<file path="src/verilog/kmwi_pkg.sv">
// Constants shared by the keyboard and mouse wake and isolation glue.
// Assumes one 40 MHz clock and an AXI4-Lite register master.
// Operation
// - Latch selects and isolation bits at 0xF0
// - Mouse irq: AND with latch, or latch
// - Keyboard irq: AND with latch, or latch
// - Four distinct wake status bits raised
// - Wake needs event enable and global enable
// - Irq wakes need main power; edges don't
// - Mouse isolate blocks core; wake still sees
// - Keyboard isolate blocks core; wake still sees
// - Core reset bit holds until cleared
package kmwi_pkg;
  // Register byte addresses
  localparam logic [11:0] ADDR_CORE_RST  = 12'h02C;
  localparam logic [11:0] ADDR_ISO_CTRL  = 12'h0F0;
  localparam logic [11:0] ADDR_WAKE_STS  = 12'h100;
  localparam logic [11:0] ADDR_WAKE_EN   = 12'h104;
  localparam logic [11:0] ADDR_IRQ_MASK  = 12'h108;
  // Field positions
  localparam int CORE_RST_BIT    = 6;
  localparam int MOUSE_ISO_BIT   = 6;
  localparam int KBD_ISO_BIT     = 5;
  localparam int MOUSE_LATCH_BIT = 4;
  localparam int KBD_LATCH_BIT   = 3;
  localparam int EV_KBD_IRQ      = 0;
  localparam int EV_MOUSE_IRQ    = 1;
  localparam int EV_KBD_DATA     = 2;
  localparam int EV_MOUSE_DATA   = 3;
  localparam int GLOBAL_WAKE_BIT = 4;
  localparam int NUM_EV          = 4;
  // Reset values
  localparam logic [7:0] CORE_RST_RESET  = 8'h00;
  localparam logic [7:0] ISO_CTRL_RESET  = 8'h00;
  localparam logic [4:0] WAKE_EN_RESET   = 5'h00;
  localparam logic [3:0] IRQ_MASK_RESET  = 4'h0;
  localparam logic [3:0] WAKE_STS_RESET  = 4'h0;
  // Bus responses
  localparam logic [1:0] RESP_OKAY   = 2'h0;
  localparam logic [1:0] RESP_SLVERR = 2'h2;
endpackage

</file>
<file path="src/verilog/kmwi_irq_latch.sv">
// Latched copy of one core interrupt and its selectable output.
// Assumes core_irq and rearm are synchronous to aclk.
`timescale 1ns/1ps
module kmwi_irq_latch (
  // Clock and reset
  input  wire logic aclk,
  input  wire logic aresetn,
  // Core side
  input  wire logic core_irq,
  input  wire logic rearm,
  // Control
  input  wire logic latch_sel,
  // Results
  output logic      irq_out,
  output logic      rise
);
  logic prev_r, prev_nxt;
  logic latch_r, latch_nxt;
  logic out_r, out_nxt;

  // Rising edge catches short pulses; set wins over rearm
  always_comb begin
    rise      = core_irq & ~prev_r;
    prev_nxt  = core_irq;
    latch_nxt = latch_r;
    if (rise) begin
      latch_nxt = 1'b1;
    end else if (rearm && !core_irq) begin
      latch_nxt = 1'b0;
    end
    // Select raw AND latched, or latched alone
    out_nxt = latch_sel ? latch_nxt : (core_irq & latch_nxt);
  end

  // State registers
  always_ff @(posedge aclk) begin
    if (!aresetn) begin
      prev_r  <= 1'b0;
      latch_r <= 1'b0;
      out_r   <= 1'b0;
    end else begin
      prev_r  <= prev_nxt;
      latch_r <= latch_nxt;
      out_r   <= out_nxt;
    end
  end

  assign irq_out = out_r;
endmodule

</file>
<file path="src/verilog/kmwi_fall_det.sv">
// Falling edge detector for one keyboard or mouse data line.
// Assumes the line is already synchronous and idles high.
`timescale 1ns/1ps
module kmwi_fall_det (
  // Clock and reset
  input  wire logic aclk,
  input  wire logic aresetn,
  // Line and pulse
  input  wire logic line,
  output logic      fall
);
  logic prev_r, prev_nxt;

  // Prior level resets high, so a line held low at reset gives a fall on the first cycle after reset
  always_comb begin
    prev_nxt = line;
    fall     = prev_r & ~line;
  end

  // Prior level register
  always_ff @(posedge aclk) begin
    if (!aresetn) begin
      prev_r <= 1'b1;
    end else begin
      prev_r <= prev_nxt;
    end
  end
endmodule

</file>
<file path="src/verilog/kmwi_top.sv">
// Keyboard and mouse interrupt latching, wake status, line isolation
// and core reset hold, with an AXI4-Lite register slave.
// Assumes all line inputs are synchronous to aclk.
//
// The AXI4-Lite register port was decided locally.
`timescale 1ns/1ps
module kmwi_top (
  // Clock and reset
  input  wire logic        aclk,
  input  wire logic        aresetn,
  // AXI4-Lite write address
  input  wire logic [11:0] s_axi_awaddr,
  input  wire logic        s_axi_awvalid,
  output logic             s_axi_awready,
  // AXI4-Lite write data
  input  wire logic [31:0] s_axi_wdata,
  input  wire logic [3:0]  s_axi_wstrb,
  input  wire logic        s_axi_wvalid,
  output logic             s_axi_wready,
  // AXI4-Lite write response
  output logic [1:0]       s_axi_bresp,
  output logic             s_axi_bvalid,
  input  wire logic        s_axi_bready,
  // AXI4-Lite read address
  input  wire logic [11:0] s_axi_araddr,
  input  wire logic        s_axi_arvalid,
  output logic             s_axi_arready,
  // AXI4-Lite read data
  output logic [31:0]      s_axi_rdata,
  output logic [1:0]       s_axi_rresp,
  output logic             s_axi_rvalid,
  input  wire logic        s_axi_rready,
  // Power state
  input  wire logic        main_power_ok,
  // External keyboard and mouse lines
  input  wire logic        kbd_clock_line,
  input  wire logic        kbd_data_line,
  input  wire logic        mouse_clock_line,
  input  wire logic        mouse_data_line,
  // Lines into the controller core
  output logic             core_kbd_clock,
  output logic             core_kbd_data,
  output logic             core_mouse_clock,
  output logic             core_mouse_data,
  // Core interrupts and rearm strobes
  input  wire logic        core_kbd_irq,
  input  wire logic        core_mouse_irq,
  input  wire logic        core_kbd_irq_ack,
  input  wire logic        core_mouse_irq_ack,
  // Interrupt, wake and reset outputs
  output logic             kbd_irq_line,
  output logic             mouse_irq_line,
  output logic             core_reset,
  output logic             pme_out,
  output logic             irq
);
  // Register state
  logic [7:0] core_rst_r, core_rst_nxt;
  logic [7:0] iso_r, iso_nxt;
  logic [4:0] wake_en_r, wake_en_nxt;
  logic [3:0] mask_r, mask_nxt;
  logic [3:0] sts_r, sts_nxt;
  // Write channel state
  logic        aw_full_r, aw_full_nxt;
  logic [11:0] aw_addr_r, aw_addr_nxt;
  logic        w_full_r, w_full_nxt;
  logic [7:0]  w_data_r, w_data_nxt;
  logic        w_lane_r, w_lane_nxt;
  logic        bvalid_r, bvalid_nxt;
  logic [1:0]  bresp_r, bresp_nxt;
  // Read channel state
  logic        rvalid_r, rvalid_nxt;
  logic [31:0] rdata_r, rdata_nxt;
  logic [1:0]  rresp_r, rresp_nxt;
  // Line and output state
  logic [3:0]  core_lines_r, core_lines_nxt;
  logic        pme_r, pme_nxt;
  logic        irq_r, irq_nxt;
  // Events and strobes
  logic [3:0]  events;
  logic        kbd_rise, mouse_rise;
  logic        kbd_fall, mouse_fall;
  logic        do_write, rd_take;

  // Interrupt latches for both channels
  kmwi_irq_latch u_kbd_latch (
    .aclk      (aclk),
    .aresetn   (aresetn),
    .core_irq  (core_kbd_irq),
    .rearm     (core_kbd_irq_ack),
    .latch_sel (iso_r[kmwi_pkg::KBD_LATCH_BIT]),
    .irq_out   (kbd_irq_line),
    .rise      (kbd_rise)
  );

  kmwi_irq_latch u_mouse_latch (
    .aclk      (aclk),
    .aresetn   (aresetn),
    .core_irq  (core_mouse_irq),
    .rearm     (core_mouse_irq_ack),
    .latch_sel (iso_r[kmwi_pkg::MOUSE_LATCH_BIT]),
    .irq_out   (mouse_irq_line),
    .rise      (mouse_rise)
  );

  // Data line edge detectors see the raw lines, never the isolated ones
  kmwi_fall_det u_kbd_fall (
    .aclk    (aclk),
    .aresetn (aresetn),
    .line    (kbd_data_line),
    .fall    (kbd_fall)
  );

  kmwi_fall_det u_mouse_fall (
    .aclk    (aclk),
    .aresetn (aresetn),
    .line    (mouse_data_line),
    .fall    (mouse_fall)
  );

  // Wake events; interrupt events only count on main power
  // Data line events stay live on the standby rail, so a keyboard or
  // mouse can still wake the system while the core is unpowered
  always_comb begin
    events = 4'h0;
    events[kmwi_pkg::EV_KBD_IRQ]    = kbd_rise & main_power_ok;
    events[kmwi_pkg::EV_MOUSE_IRQ]  = mouse_rise & main_power_ok;
    events[kmwi_pkg::EV_KBD_DATA]   = kbd_fall;
    events[kmwi_pkg::EV_MOUSE_DATA] = mouse_fall;
  end

  // Handshake outputs; one write and one read in flight at most
  // Ready stays low while a half is held or a response waits: this trades
  // throughput for a single one-word write buffer
  assign s_axi_awready = ~aw_full_r & ~bvalid_r;
  assign s_axi_wready  = ~w_full_r & ~bvalid_r;
  assign s_axi_arready = ~rvalid_r;
  assign do_write      = aw_full_r & w_full_r;
  assign rd_take       = s_axi_arvalid & ~rvalid_r;

  // Write channel: address and data held separately, taken in any order
  always_comb begin
    aw_full_nxt = aw_full_r;
    aw_addr_nxt = aw_addr_r;
    w_full_nxt  = w_full_r;
    w_data_nxt  = w_data_r;
    w_lane_nxt  = w_lane_r;
    bvalid_nxt  = bvalid_r;
    bresp_nxt   = bresp_r;
    if (s_axi_awvalid && s_axi_awready) begin
      aw_full_nxt = 1'b1;
      aw_addr_nxt = s_axi_awaddr;
    end
    if (s_axi_wvalid && s_axi_wready) begin
      w_full_nxt = 1'b1;
      w_data_nxt = s_axi_wdata[7:0];
      w_lane_nxt = s_axi_wstrb[0];
    end
    if (do_write) begin
      aw_full_nxt = 1'b0;
      w_full_nxt  = 1'b0;
      bvalid_nxt  = 1'b1;
      case ({aw_addr_r[11:2], 2'b00})
        kmwi_pkg::ADDR_CORE_RST,
        kmwi_pkg::ADDR_ISO_CTRL,
        kmwi_pkg::ADDR_WAKE_STS,
        kmwi_pkg::ADDR_WAKE_EN,
        kmwi_pkg::ADDR_IRQ_MASK: bresp_nxt = kmwi_pkg::RESP_OKAY;
        default:                 bresp_nxt = kmwi_pkg::RESP_SLVERR;
      endcase
    end else if (bvalid_r && s_axi_bready) begin
      bvalid_nxt = 1'b0;
    end
  end

  // Registers written by software; only byte lane 0 carries data
  // Hardware does not police which core reset bits software sets; every
  // bit is stored and only bit 6 reaches the core
  always_comb begin
    core_rst_nxt = core_rst_r;
    iso_nxt      = iso_r;
    wake_en_nxt  = wake_en_r;
    mask_nxt     = mask_r;
    if (do_write && w_lane_r) begin
      case ({aw_addr_r[11:2], 2'b00})
        kmwi_pkg::ADDR_CORE_RST: core_rst_nxt = w_data_r;
        kmwi_pkg::ADDR_ISO_CTRL: iso_nxt      = w_data_r;
        kmwi_pkg::ADDR_WAKE_EN:  wake_en_nxt  = w_data_r[4:0];
        kmwi_pkg::ADDR_IRQ_MASK: mask_nxt     = w_data_r[3:0];
        default:                 core_rst_nxt = core_rst_r;
      endcase
    end
  end

  // Read channel; a status read clears what it returns
  // Read data come from flip-flops and hold until rready is seen
  // Unmapped reads answer with an error and zero data
  always_comb begin
    rvalid_nxt = rvalid_r;
    rdata_nxt  = rdata_r;
    rresp_nxt  = rresp_r;
    if (rd_take) begin
      rvalid_nxt = 1'b1;
      rresp_nxt  = kmwi_pkg::RESP_OKAY;
      rdata_nxt  = 32'h0000_0000;
      case ({s_axi_araddr[11:2], 2'b00})
        kmwi_pkg::ADDR_CORE_RST: rdata_nxt[7:0] = core_rst_r;
        kmwi_pkg::ADDR_ISO_CTRL: rdata_nxt[7:0] = iso_r;
        kmwi_pkg::ADDR_WAKE_STS: rdata_nxt[3:0] = sts_r;
        kmwi_pkg::ADDR_WAKE_EN:  rdata_nxt[4:0] = wake_en_r;
        kmwi_pkg::ADDR_IRQ_MASK: rdata_nxt[3:0] = mask_r;
        default:                 rresp_nxt      = kmwi_pkg::RESP_SLVERR;
      endcase
    end else if (rvalid_r && s_axi_rready) begin
      rvalid_nxt = 1'b0;
    end
  end

  // Sticky wake status; a new event in the clearing cycle survives
  // A clearing read returns the value from before the clear
  always_comb begin
    sts_nxt = sts_r;
    if (rd_take && ({s_axi_araddr[11:2], 2'b00} == kmwi_pkg::ADDR_WAKE_STS)) begin
      sts_nxt = 4'h0;
    end
    sts_nxt = sts_nxt | events;
  end

  // Isolation, wake and interrupt outputs
  always_comb begin
    // Isolated lines read as idle high so the core sees no traffic
    core_lines_nxt[0] = kbd_clock_line | iso_r[kmwi_pkg::KBD_ISO_BIT];
    core_lines_nxt[1] = kbd_data_line | iso_r[kmwi_pkg::KBD_ISO_BIT];
    core_lines_nxt[2] = mouse_clock_line | iso_r[kmwi_pkg::MOUSE_ISO_BIT];
    core_lines_nxt[3] = mouse_data_line | iso_r[kmwi_pkg::MOUSE_ISO_BIT];
    // Wake and interrupt use the next status so they move with the status bit
    pme_nxt = wake_en_r[kmwi_pkg::GLOBAL_WAKE_BIT] & (|(sts_nxt & wake_en_r[3:0]));
    irq_nxt = |(sts_nxt & mask_r);
  end

  // All state registers
  always_ff @(posedge aclk) begin
    if (!aresetn) begin
      // Software registers
      core_rst_r   <= kmwi_pkg::CORE_RST_RESET;
      iso_r        <= kmwi_pkg::ISO_CTRL_RESET;
      wake_en_r    <= kmwi_pkg::WAKE_EN_RESET;
      mask_r       <= kmwi_pkg::IRQ_MASK_RESET;
      sts_r        <= kmwi_pkg::WAKE_STS_RESET;
      // Bus channels
      aw_full_r    <= 1'b0;
      aw_addr_r    <= 12'h000;
      w_full_r     <= 1'b0;
      w_data_r     <= 8'h00;
      w_lane_r     <= 1'b0;
      bvalid_r     <= 1'b0;
      bresp_r      <= 2'h0;
      rvalid_r     <= 1'b0;
      rdata_r      <= 32'h0000_0000;
      rresp_r      <= 2'h0;
      // Lines idle high, outputs quiet
      core_lines_r <= 4'hF;
      pme_r        <= 1'b0;
      irq_r        <= 1'b0;
    end else begin
      // Software registers
      core_rst_r   <= core_rst_nxt;
      iso_r        <= iso_nxt;
      wake_en_r    <= wake_en_nxt;
      mask_r       <= mask_nxt;
      sts_r        <= sts_nxt;
      // Bus channels
      aw_full_r    <= aw_full_nxt;
      aw_addr_r    <= aw_addr_nxt;
      w_full_r     <= w_full_nxt;
      w_data_r     <= w_data_nxt;
      w_lane_r     <= w_lane_nxt;
      bvalid_r     <= bvalid_nxt;
      bresp_r      <= bresp_nxt;
      rvalid_r     <= rvalid_nxt;
      rdata_r      <= rdata_nxt;
      rresp_r      <= rresp_nxt;
      // Lines and outputs
      core_lines_r <= core_lines_nxt;
      pme_r        <= pme_nxt;
      irq_r        <= irq_nxt;
    end
  end

  // Output wiring; core reset follows the stored bit, never self-clears
  assign core_reset       = core_rst_r[kmwi_pkg::CORE_RST_BIT];

  // Lines into the core, one cycle behind the pins
  assign core_kbd_clock   = core_lines_r[0];
  assign core_kbd_data    = core_lines_r[1];
  assign core_mouse_clock = core_lines_r[2];
  assign core_mouse_data  = core_lines_r[3];

  // Wake and interrupt levels
  assign pme_out          = pme_r;
  assign irq              = irq_r;

  // Bus responses
  assign s_axi_bvalid     = bvalid_r;
  assign s_axi_bresp      = bresp_r;
  assign s_axi_rvalid     = rvalid_r;
  assign s_axi_rdata      = rdata_r;
  assign s_axi_rresp      = rresp_r;
endmodule

</file>
<file path="config.mk">
export PLATFORM = sky130hd
export DESIGN_NAME = kmwi_top
export DESIGN_NICKNAME = d
export VERILOG_FILES = /design/src/verilog/kmwi_pkg.sv /design/src/verilog/kmwi_irq_latch.sv /design/src/verilog/kmwi_fall_det.sv /design/src/verilog/kmwi_top.sv
export SDC_FILE = /design/constraint.sdc
export NUM_CORES = 1
export LEC_CHECK = 0
export ABC_AREA = 1
export ABC_CLOCK_PERIOD_IN_PS = 1100
export BUFFER_PORTS_ARGS = -buffer_cell sky130_fd_sc_hd__buf_2
export CAP_MARGIN = 20
export CORE_MARGIN = 3
export CORE_UTILIZATION = 41
export CTS_BUF_LIST = sky130_fd_sc_hd__clkbuf_4 sky130_fd_sc_hd__clkbuf_8
export CTS_CLUSTER_DIAMETER = 200
export DETAILED_ROUTE_END_ITERATION = 8
export PLACE_DENSITY = 0.76
export SETUP_SLACK_MARGIN = 0.05
export SLEW_MARGIN = 20
export SYNTH_ARGS = -nofsm -noshare
export SYNTH_HDL_FRONTEND = slang
export SYNTH_SLANG_ARGS = --single-unit
</file>
<file path="constraint.sdc">
create_clock -name aclk -period 1.1 [get_ports aclk]
set_input_delay 0.11 -clock aclk [delete_from_list [all_inputs] [get_ports aclk]]
set_output_delay 0.11 -clock aclk [all_outputs]
set_load 0.01 [all_outputs]
</file>
==> results.cfg, run 1 <==
[place]
place_ws_ns = -0.275
place.gp.congestion = 0.905
dp.cells = 644
dp_hpwl_um = 6470
port_buffers = 68

[routing]
vias = 3403
wl_per_cell_um = 14.0
antenna_left = 0
first_pass_iters = 4
drc = 0
wl_um = 9750
vias_per_cell = 4.90
drtIter0Drc = 151

[setup_path]
worst-path-max-fanout = 3
cp.required_ns = 1.34
crit_chain = nor2_1, nand2_2, nor3_4, buf_4, buf_4, nor3_1, nand3_1, nand2_1
cpMostUsedCell = buf_4
cp_slowest_cell = dfxtp_1
worstSetupPathType = flip-flop to flip-flop
cp-end-kind = flip-flop
arrival_ns = 1.57
start_kind = flip-flop
slowest_delay_ns = 0.35

[layout]
fin_cells = 695
drive_gt1_share_pct = 47.6
diodes = 0
multi_input_area_um2 = 2020
area_growth_pct = 50.5
seqCellArea_um2 = 1540
fill_cells = 662
num-nets-final = 664

[global_route]
track_usage_pct = 19.5
grt_use_met2_pct = 33.4
top_usage_layer = met2
grt_use_met3_pct = 5.81
grt_pass1_wl_um = 15200
grt_pass1_vias = 3262
overflow = 0
grt_max_degree = 38
antenna_found_initial = 0
use_met1_pct = 23.7

[die]
core_area_um2 = 7930
chipHeight_um = 97.4
die_w_um = 97.4
io_pins = 126
fp-row-count = 32
dieArea_um2 = 9490
initial_core_util_pct = 43.2

[outcome]
status = finished with violations
violations = negative setup slack

[yosys]
synth_enable_flop_cells = 0
yosys-top-cells-area = dfxtp_1 (44%), a21oi_1 (6.6%), o21ai_0 (6.0%), nand2_1 (5.8%), buf_4 (5.7%)
avgSynthCellArea_um2 = 7.64
synth_compound_area_share_pct = 16.4
synth_top_area_share_pct = 44.4
synth_xor_area_share_pct = 0
synth_top_family_by_area = simple AND/OR/NAND/NOR gates
synth_simple_gate_area_share_pct = 25.2
synth_flop_cell = dfxtp_1
netlist_area_um2 = 3430
ys_seq_area_share_pct = 44.4
synth.distinct_cells = 34
yosys_warnings = 0
synthAdderAreaFrac_pct = 0
synth_top_cell_by_area = dfxtp_1
synthArstFlopShare_pct = 0
synth.most_common_cell = dfxtp_1
synthMuxAreaShare_pct = 0
ys_ff_latch = 76
synth_common_cells = dfxtp_1 (76), nand2_1 (53), inv_1 (51), nor2_1 (51), a21oi_1 (45)
synth_cells = 449

[cts]
clock-sinks = 76
numCtsBuffers = 9
htree_levels = 3
clock-root-buffer = clkbuf_8
path_clk_slew_ns = 0.08
cts.path.max_buffers = 2
tritoncts = yes
clkLatencyLatePin_ns = 0.35

[power]
p_per_area_nw_per_um2 = 1250
p_leak_nw = 2.31
peakVddDrop_uv = 1010

[timing]
setup_slack_ns = -0.235
finalSetupViolCount = 51
period_needed_ns = 1.33
drv_slew = 0
finalCritPeriodShare_pct = 121
hold_viol_final = 0
hold_ws_ns = 0.0188
finalClockSkew_ns = 0.0141
rsz0062_at_grt = yes
max_freq_mhz = 749
tns_ns = -5.77

[run]
maxCapViolCount = 0

[hold_path]
hold_class = primary input to flip-flop
[kinds of logic (layout without fill, tap and decap cells)]
group,Yosys count,count (layout)
other,1,26
flip-flops,76,76
AND/OR/NAND/NOR,167,170
buffers and inverters,96,212
AO/OA/AOI/OAI,109,109
[placed cells by master, fill, tap and decap left out, types with 13 or more instances in the layout]
cell type and instances:
o21ai_1 24, conb_1 26, nand2_1 38, o21ai_2 26, dlygate4sd3_1 13, nand2_2 14
a21oi_1 24, dfxtp_1 64, buf_4 35, nor2_1 34, nand3_1 18, buf_2 64
a21oi_2 21, buf_6 22, inv_1 46
[sequential cells by signal, summed over array words and instances, names as in the netlist, 4 cells and up]
register      count
mask_r            4
wake_en_r         5
sts_r             4
s_axi_rdata       8
iso_r             8
core_lines_r      4
aw_addr_r        10
core_rst_r        8
w_data_r          8
[cell type report]
type	count	share of cell area [%]
repair buffers	137	19.7
multi-input cells	305	39.1
clock inverters	4	0.945
repair inverters	1	0.0970
well taps	102	2.47
clock buffers	12	2.96
inverters	58	4.90
flip-flops and latches	76	29.8
[power breakdown]
part	internal [mW]	total, mW	switching (mW)
Combinational	0.586	1.31	0.720
Clock	1.16	2.14	0.984
Sequential	2.90	3.02	0.125
Total	4.64	6.47	1.83
[per-layer routing]
layer  share of wire, %  wire length, µm  vias up
met1                 41             3990     1580
met4                1.7              170        0
met3                5.9              576       17
li1                   -                -     1697
met2                 51             5010      109
met5                  0                0        -
[path summary, 6_finish.rpt]
kind / startpoint / endpoint / slack, ns / depth (start not counted)
worst max-delay path: aw_addr_r[9] / s_axi_bresp[1] / -0.23 / 8
worst min-delay path: s_axi_bready / s_axi_bvalid / 0.02 / 4
worst max register to register: aw_addr_r[9] / s_axi_bresp[1] / -0.23 / 8
worst min register to register: core_rst_r[7] / core_rst_r[7] / 0.47 / 2
[timing repair]
item                                   4_1_cts  5_1_grt
resized for setup                           88       97
cloned                                       3        1
pin swaps                                   26       31
endpoints found under the hold margin       16        0
hold buffers                                13        0
setup endpoints to repair                   58       66
setup buffers                               14       10
[worst max-delay path: cells and delay by family, from the launching register on]
kind                   cells  cell delay (ns)
and+or+nand+nor            6             0.62
DFF                        1             0.35
buffers and inverters      2             0.23
[through the flow]
stage	instance area (µm²)	total power, mW	utilization [%]
floorplan	3560	3.57	-
global placement	4090	3.86	51.6
detailed placement	4090	3.89	51.6
CTS	4820	6.23	60.8
global route	5160	6.74	65.1
finish	5160	6.47	65.1
(Power assumes the default switching activity.)
==> run 2: changes to the inputs <==
--- a/config.mk
+++ b/config.mk
@@ -5,8 +5,7 @@
 export SDC_FILE = /design/constraint.sdc
 export NUM_CORES = 1
 export LEC_CHECK = 0
-export ABC_AREA = 1
-export ABC_CLOCK_PERIOD_IN_PS = 1100
+export ABC_CLOCK_PERIOD_IN_PS = 1700
 export BUFFER_PORTS_ARGS = -buffer_cell sky130_fd_sc_hd__buf_2
 export CAP_MARGIN = 20
 export CORE_MARGIN = 3
@@ -14,7 +13,7 @@
 export CTS_BUF_LIST = sky130_fd_sc_hd__clkbuf_4 sky130_fd_sc_hd__clkbuf_8
 export CTS_CLUSTER_DIAMETER = 200
 export DETAILED_ROUTE_END_ITERATION = 8
-export PLACE_DENSITY = 0.76
+export PLACE_DENSITY = 0.68
 export SETUP_SLACK_MARGIN = 0.05
 export SLEW_MARGIN = 20
 export SYNTH_ARGS = -nofsm -noshare
==> constraint.sdc (replaced) <==
create_clock -name aclk -period 1.7 [get_ports aclk]
set_input_delay 0.17 -clock aclk [delete_from_list [all_inputs] [get_ports aclk]]
set_output_delay 0.17 -clock aclk [all_outputs]
set_load 0.01 [all_outputs]
==> run 2 against run 1 <==
Compared with the run above:
- the run now ends clean
- synthesized cell count down 8.9%
- count of clock-buffer cells in the layout down 2
- combinational power down 68%
- first-iteration DRC count up 4.6%
- worst hold slack better by 0.012 ns
- register-to-register slack better by 0.40 ns
- fmax down 13%
- power down 42%
- critical endpoint is now core_rst_r[1]
- critical path depth down 4
- wire length down 16%
- final area down 22%
- synthesized area down 1.4%
==> results.cfg, run 2 <==
[outcome]
status = finished, final reports clean

[timing]
hold_viol_final = 0
finalClockSkew_ns = 0.00969
finalSetupViolCount = 0
max_slew.worst_pin.slew_ns = 0.499
setup_slack_ns = 0.169
period_needed_ns = 1.53
max_slew_margin_pct = 66.5
max_freq_mhz = 653
tns_ns = 0
drv_slew = 0
finalCritPeriodShare_pct = 90.1
rsz0062_at_grt = no

[setup_path]
slowest_delay_ns = 0.37
cp_top_family = simple AND/OR/NAND/NOR gates
arrival_ns = 1.75
cp.required_ns = 1.92
crit_buf_inv = 0
worst-path-max-fanout = 9
crit_chain = nor2b_1, nand4_1, o21ai_0, a21oi_1
worstSetupPathType = flip-flop to flip-flop
cp_slowest_cell = dfxtp_1
start_kind = flip-flop
cp-end-kind = flip-flop

[cts]
path_clk_slew_ns = 0.09
numCtsBuffers = 9
htree_levels = 3
clkLatencyLatePin_ns = 0.35
clock-root-buffer = clkbuf_8
cts.path.max_buffers = 2
clock-sinks = 76
tritoncts = yes

[yosys]
yosys-top-cells-area = dfxtp_1 (45%), a21oi_1 (8.4%), buf_4 (5.8%), o21ai_0 (5.5%), nand2_1 (5.3%)
synth_compound_area_share_pct = 19.9
synthMuxAreaShare_pct = 1.18
synth_simple_gate_area_share_pct = 25.0
netlist_area_um2 = 3380
synth.distinct_cells = 43
synth.most_common_cell = dfxtp_1
synth_common_cells = dfxtp_1 (76), a21oi_1 (57), nand2_1 (48)
synth_enable_flop_cells = 0
synthAdderAreaFrac_pct = 0
ys_ff_latch = 76
yosys_warnings = 0
synth_cells = 409
synth_top_area_share_pct = 45.0
ys_seq_area_share_pct = 45.0
synth_xor_area_share_pct = 0
synth_top_family_by_area = simple AND/OR/NAND/NOR gates
synth_top_cell_by_area = dfxtp_1
synth_flop_cell = dfxtp_1
avgSynthCellArea_um2 = 8.27
synthArstFlopShare_pct = 0

[global_route]
antenna_found_initial = 0
grt_pass1_wl_um = 13500
track_usage_pct = 17.4
grt_pass1_vias = 2909
grt_max_degree = 29
overflow = 0

[die]
fp-row-count = 32
core_area_um2 = 7850
die_w_um = 96.8
initial_core_util_pct = 43.1
dieArea_um2 = 9370
io_pins = 126
chipHeight_um = 96.8

[place]
dp.cells = 574
dp_hpwl_um = 6110
place.gp.congestion = 0.862
port_buffers = 68
place_ws_ns = 0.0478

[power]
power.total_mw = 3.73
power.switching_mw = 0.980
peakVddDrop_uv = 430
p_per_area_nw_per_um2 = 926
p_comb_share_pct = 11.3
p_leak_nw = 1.61
switching_share_pct = 26.2
seqPwrFrac_pct = 51.1
p_int_mw = 2.75
clkPwrFrac_pct = 37.6

[layout]
regMostFlops = aw_addr_r
area_growth_pct = 19.3
fill_cells = 776
final_cell_mix = dfxtp_1 (76), buf_2 (68), a21oi_1 (57)
diodes = 0
largest_reg_flops = 10
drive_gt1_share_pct = 22.2
fin_cells = 593
num-nets-final = 562
layout_commonest_cell = dfxtp_1

[routing]
drtIter0Drc = 158
vias_per_cell = 5.23
wl_um = 8140
drc = 0
wl_per_cell_um = 13.7
first_pass_iters = 6
antenna_left = 0
vias = 3101

[hold_path]
hold_class = primary input to flip-flop

[run]
maxCapViolCount = 0
-- run 2: cell count changes after synthesis, moves of 8 or more --
cell      before  now
o21ai_1       15    0
a21oi_1       45   57
nand3_1       21   29
and3_1         0    9
nand2_2       10    0
inv_1         51    6
nor2_1        51   12
nand2b_1       0   12
-- run 2: cell families after synthesis --
family / after synthesis
flip-flops: 76
other: 1
AO/OA/AOI/OAI: 119
buffers and inverters: 52
AND/OR/NAND/NOR: 157
multiplexers: 4
-- run 2: final timing paths --
| check | from | to | slack [ns] | cells after the start |
|---|---|---|---|---|
| setup reg to reg | aw_addr_r[5] | core_rst_r[1] | 0.17 | 4 |
| hold / removal | mouse_data_line | core_lines_r[3] | 0.03 | 2 |
| hold reg to reg | core_rst_r[0] | s_axi_rdata[0] | 0.47 | 2 |
| setup / recovery | aw_addr_r[5] | core_rst_r[1] | 0.17 | 4 |
-- run 2: timing repair --
item                                   4_1_cts  5_1_grt
endpoints found under the hold margin        2        0
resized for setup                            0        3
hold buffers                                 2        0
setup endpoints to repair                    0       13
buffers inserted                             0        1
-- run 2: worst register-to-register path: cells and delay by family (launching register included) --
kind	cells	cell delay (ns)
DFF	1	0.37
AOI/OAI and AO/OA	2	0.45
and+or+nand+nor	2	0.59
-- run 2: power groups by stage --
stage | Sequential, mW | Combinational [mW] | Clock, mW
floorplan | 1.95 | 0.288 | 0
CTS | 1.91 | 0.420 | 1.44
global route | 1.92 | 0.478 | 1.52
finish | 1.91 | 0.422 | 1.40
detailed placement | 1.95 | 0.415 | 0
global placement | 1.95 | 0.405 | 0
-- run 2: cell type report --
class / count / area (µm²) / area share (%)
timing repair buffer: 86 / 480 / 11.9
multi-input combinational: 306 / 1670 / 41.4
clock buffer: 10 / 138 / 3.41
sequential: 76 / 1520 / 37.7
inverter: 7 / 26.3 / 0.652
tap: 102 / 128 / 3.16
clock inverter: 6 / 70.1 / 1.74
-- run 2: per-stage QoR --
| step | instance area (µm²) | util (%) | hold WS, ns |
|---|---|---|---|
| after floorplan | 3470 | - | 0.256 |
| after global placement | 3780 | 48.2 | 0.353 |
| after detailed placement | 3780 | 48.2 | 0.358 |
| after CTS | 4010 | 51.1 | 0.0202 |
| after global routing | 4030 | 51.4 | 0.0179 |
| final | 4030 | 51.4 | 0.0305 |
-- run 2: layer usage --
metal	GRT usage [%]	up-vias	wire, µm	part of all wire, %
met5	0	-	0	0
met4	5.40	0	114	1.4
met3	5.48	11	566	7.0
met2	27.9	111	3800	47
met1	22.4	1407	3660	45
li1	-	1572	-	-
==> run 3: changes to the inputs <==
--- a/config.mk
+++ b/config.mk
@@ -14,8 +14,8 @@
 export CTS_CLUSTER_DIAMETER = 200
 export DETAILED_ROUTE_END_ITERATION = 8
 export PLACE_DENSITY = 0.68
+export RECOVER_POWER = 25
 export SETUP_SLACK_MARGIN = 0.05
-export SLEW_MARGIN = 20
 export SYNTH_ARGS = -nofsm -noshare
 export SYNTH_HDL_FRONTEND = slang
 export SYNTH_SLANG_ARGS = --single-unit
==> run 3 against run 2 <==
Compared with the run above:
- count of clock-buffer cells in the layout stayed put
- clock skew hardly changed
- utilization is 0.30 points lower
- clock power hardly changed
- setup slack worse by 0.0077 ns
- largest cell class unchanged
- worst hold slack worse by 0.0017 ns
- sequential share of layout area is 0.22 points higher
==> results.cfg, run 3 (synthesis results as in run 2) <==
[setup_path]
r2r_cells = 5
cp.required_ns = 1.96
worstSetupPathType = flip-flop to flip-flop
cp-end-kind = flip-flop
setup.worst_path.start = aw_addr_r[4]
worst-path-max-fanout = 13
regToRegSetupSlack_ns = 0.16
crit_path_end = core_rst_r[1]
reg2reg_from = aw_addr_r[4]
crit_chain = or3_1, nor3_2, buf_4, nand3_1, a21oi_1
rr_endpoint = core_rst_r[1]
cp_top_family = simple AND/OR/NAND/NOR gates
crit_buf_inv = 1
arrival_ns = 1.80
cp_slowest_cell = or3_1
slowest_delay_ns = 0.47
worstSetupPathDepth = 5
start_kind = flip-flop

[power]
power.switching_mw = 0.990
p_int_mw = 2.75
seqPwrFrac_pct = 51.1
p_comb_share_pct = 11.1
peakVddDrop_uv = 432
switching_share_pct = 26.5
p_leak_nw = 1.57
clkPwrFrac_pct = 37.8
p_per_area_nw_per_um2 = 932

[routing]
drtIter0Drc = 141
first_pass_iters = 6
vias = 3096
vias_per_cell = 5.22
wl_um = 8150
drc = 0
wl_per_cell_um = 13.7
antenna_left = 0

[die]
io_pins = 126
core_area_um2 = 7850
die_w_um = 96.8
dieArea_um2 = 9370
fp-row-count = 32
initial_core_util_pct = 43.1
chipHeight_um = 96.8

[run]
maxCapViolCount = 0

[cts]
clock-root-buffer = clkbuf_8
clkLatencyLatePin_ns = 0.35
clock-sinks = 76
htree_levels = 3
path_clk_slew_ns = 0.09
cts.path.max_buffers = 2
numCtsBuffers = 9
tritoncts = yes

[timing]
finalClockSkew_ns = 0.0101
drv_slew = 0
hold_ws_ns = 0.0288
period_needed_ns = 1.54
max_freq_mhz = 650
hold_viol_final = 0
finalSetupViolCount = 0
max_slew_margin_pct = 61.9
max_slew.worst_pin.slew_ns = 0.572
rsz0062_at_grt = no
tns_ns = 0
finalCritPeriodShare_pct = 90.5

[layout]
num-nets-final = 562
diodes = 0
drive_gt1_share_pct = 19.6
final_cell_mix = dfxtp_1 (76), a21oi_1 (57), buf_2 (56)
regMostFlops = aw_addr_r
layout_commonest_cell = dfxtp_1
stdcell_area_um2 = 4010
largest_reg_flops = 10
utilization_pct = 51.1
area_growth_pct = 18.6

[place]
dpl-instance-area_um2 = 3780
place.gp.congestion = 0.862
port_buffers = 68
dp_hpwl_um = 6110

[global_route]
track_usage_pct = 17.4
antenna_found_initial = 0
grt_pass1_wl_um = 13500
overflow = 0
grt_pass1_vias = 2909
grt_max_degree = 29

[outcome]
status = finished, final reports clean

[hold_path]
hold_class = primary input to flip-flop
[run 3: cell count changes in the layout (fill, tap and decap cells not counted), sizes merged]
cell	change
buf	-15
clkbuf	+15
[run 3: layout make-up]
class	instances	area, µm²
Multi-Input combinational cell	306	1670
Fill cell	782	3840
Timing Repair Buffer	86	457
Tap cell	102	128
Inverter	7	26.3
Sequential cell	76	1520
Clock inverter	6	70.1
Clock buffer	10	138
[run 3: metrics by stage]
step	cells	setup slack [ns]	power, mW
2_1_floorplan	434	0.243	2.24
3_3_place_gp	574	0.0712	2.35
3_5_place_dp	574	0.0478	2.37
4_1_cts	592	0.0961	3.77
5_1_grt	593	0.0329	3.92
6_report	593	0.161	3.74
[run 3: how the worst min path moves through the flow]
stage | from | endpoint | slack [ns] | depth (start not counted)
final | mouse_data_line | core_lines_r[3] | 0.03 | 2
after global routing | mouse_data_line | u_mouse_fall.prev_r | 0.02 | 2
after CTS | mouse_data_line | core_lines_r[3] | 0.02 | 2
after detailed placement | kbd_clock_line | core_lines_r[0] | 0.36 | 2
after global placement | mouse_clock_line | core_lines_r[2] | 0.35 | 2
after floorplan | aresetn | u_kbd_fall.prev_r | 0.26 | 1
[run 3: repair_timing]
action	CTS	global route
setup endpoints to repair	0	13
hold endpoints to repair	2	0
resized for setup	0	3
buffers inserted	0	1
hold buffers	2	0
[run 3: power groups by stage]
stage	Sequential, mW	Combinational (mW)	Clock [mW]
5_1_grt	1.92	0.471	1.52
2_1_floorplan	1.95	0.288	0
4_1_cts	1.91	0.420	1.44
6_report	1.91	0.416	1.41
3_5_place_dp	1.95	0.415	0
3_3_place_gp	1.95	0.405	0
[run 3: per-layer routing]
layer	routed length, µm	track usage (%)
met1	3710	22.4
met2	3760	27.9
met3	543	5.48
met4	134	5.40
met5	0	0
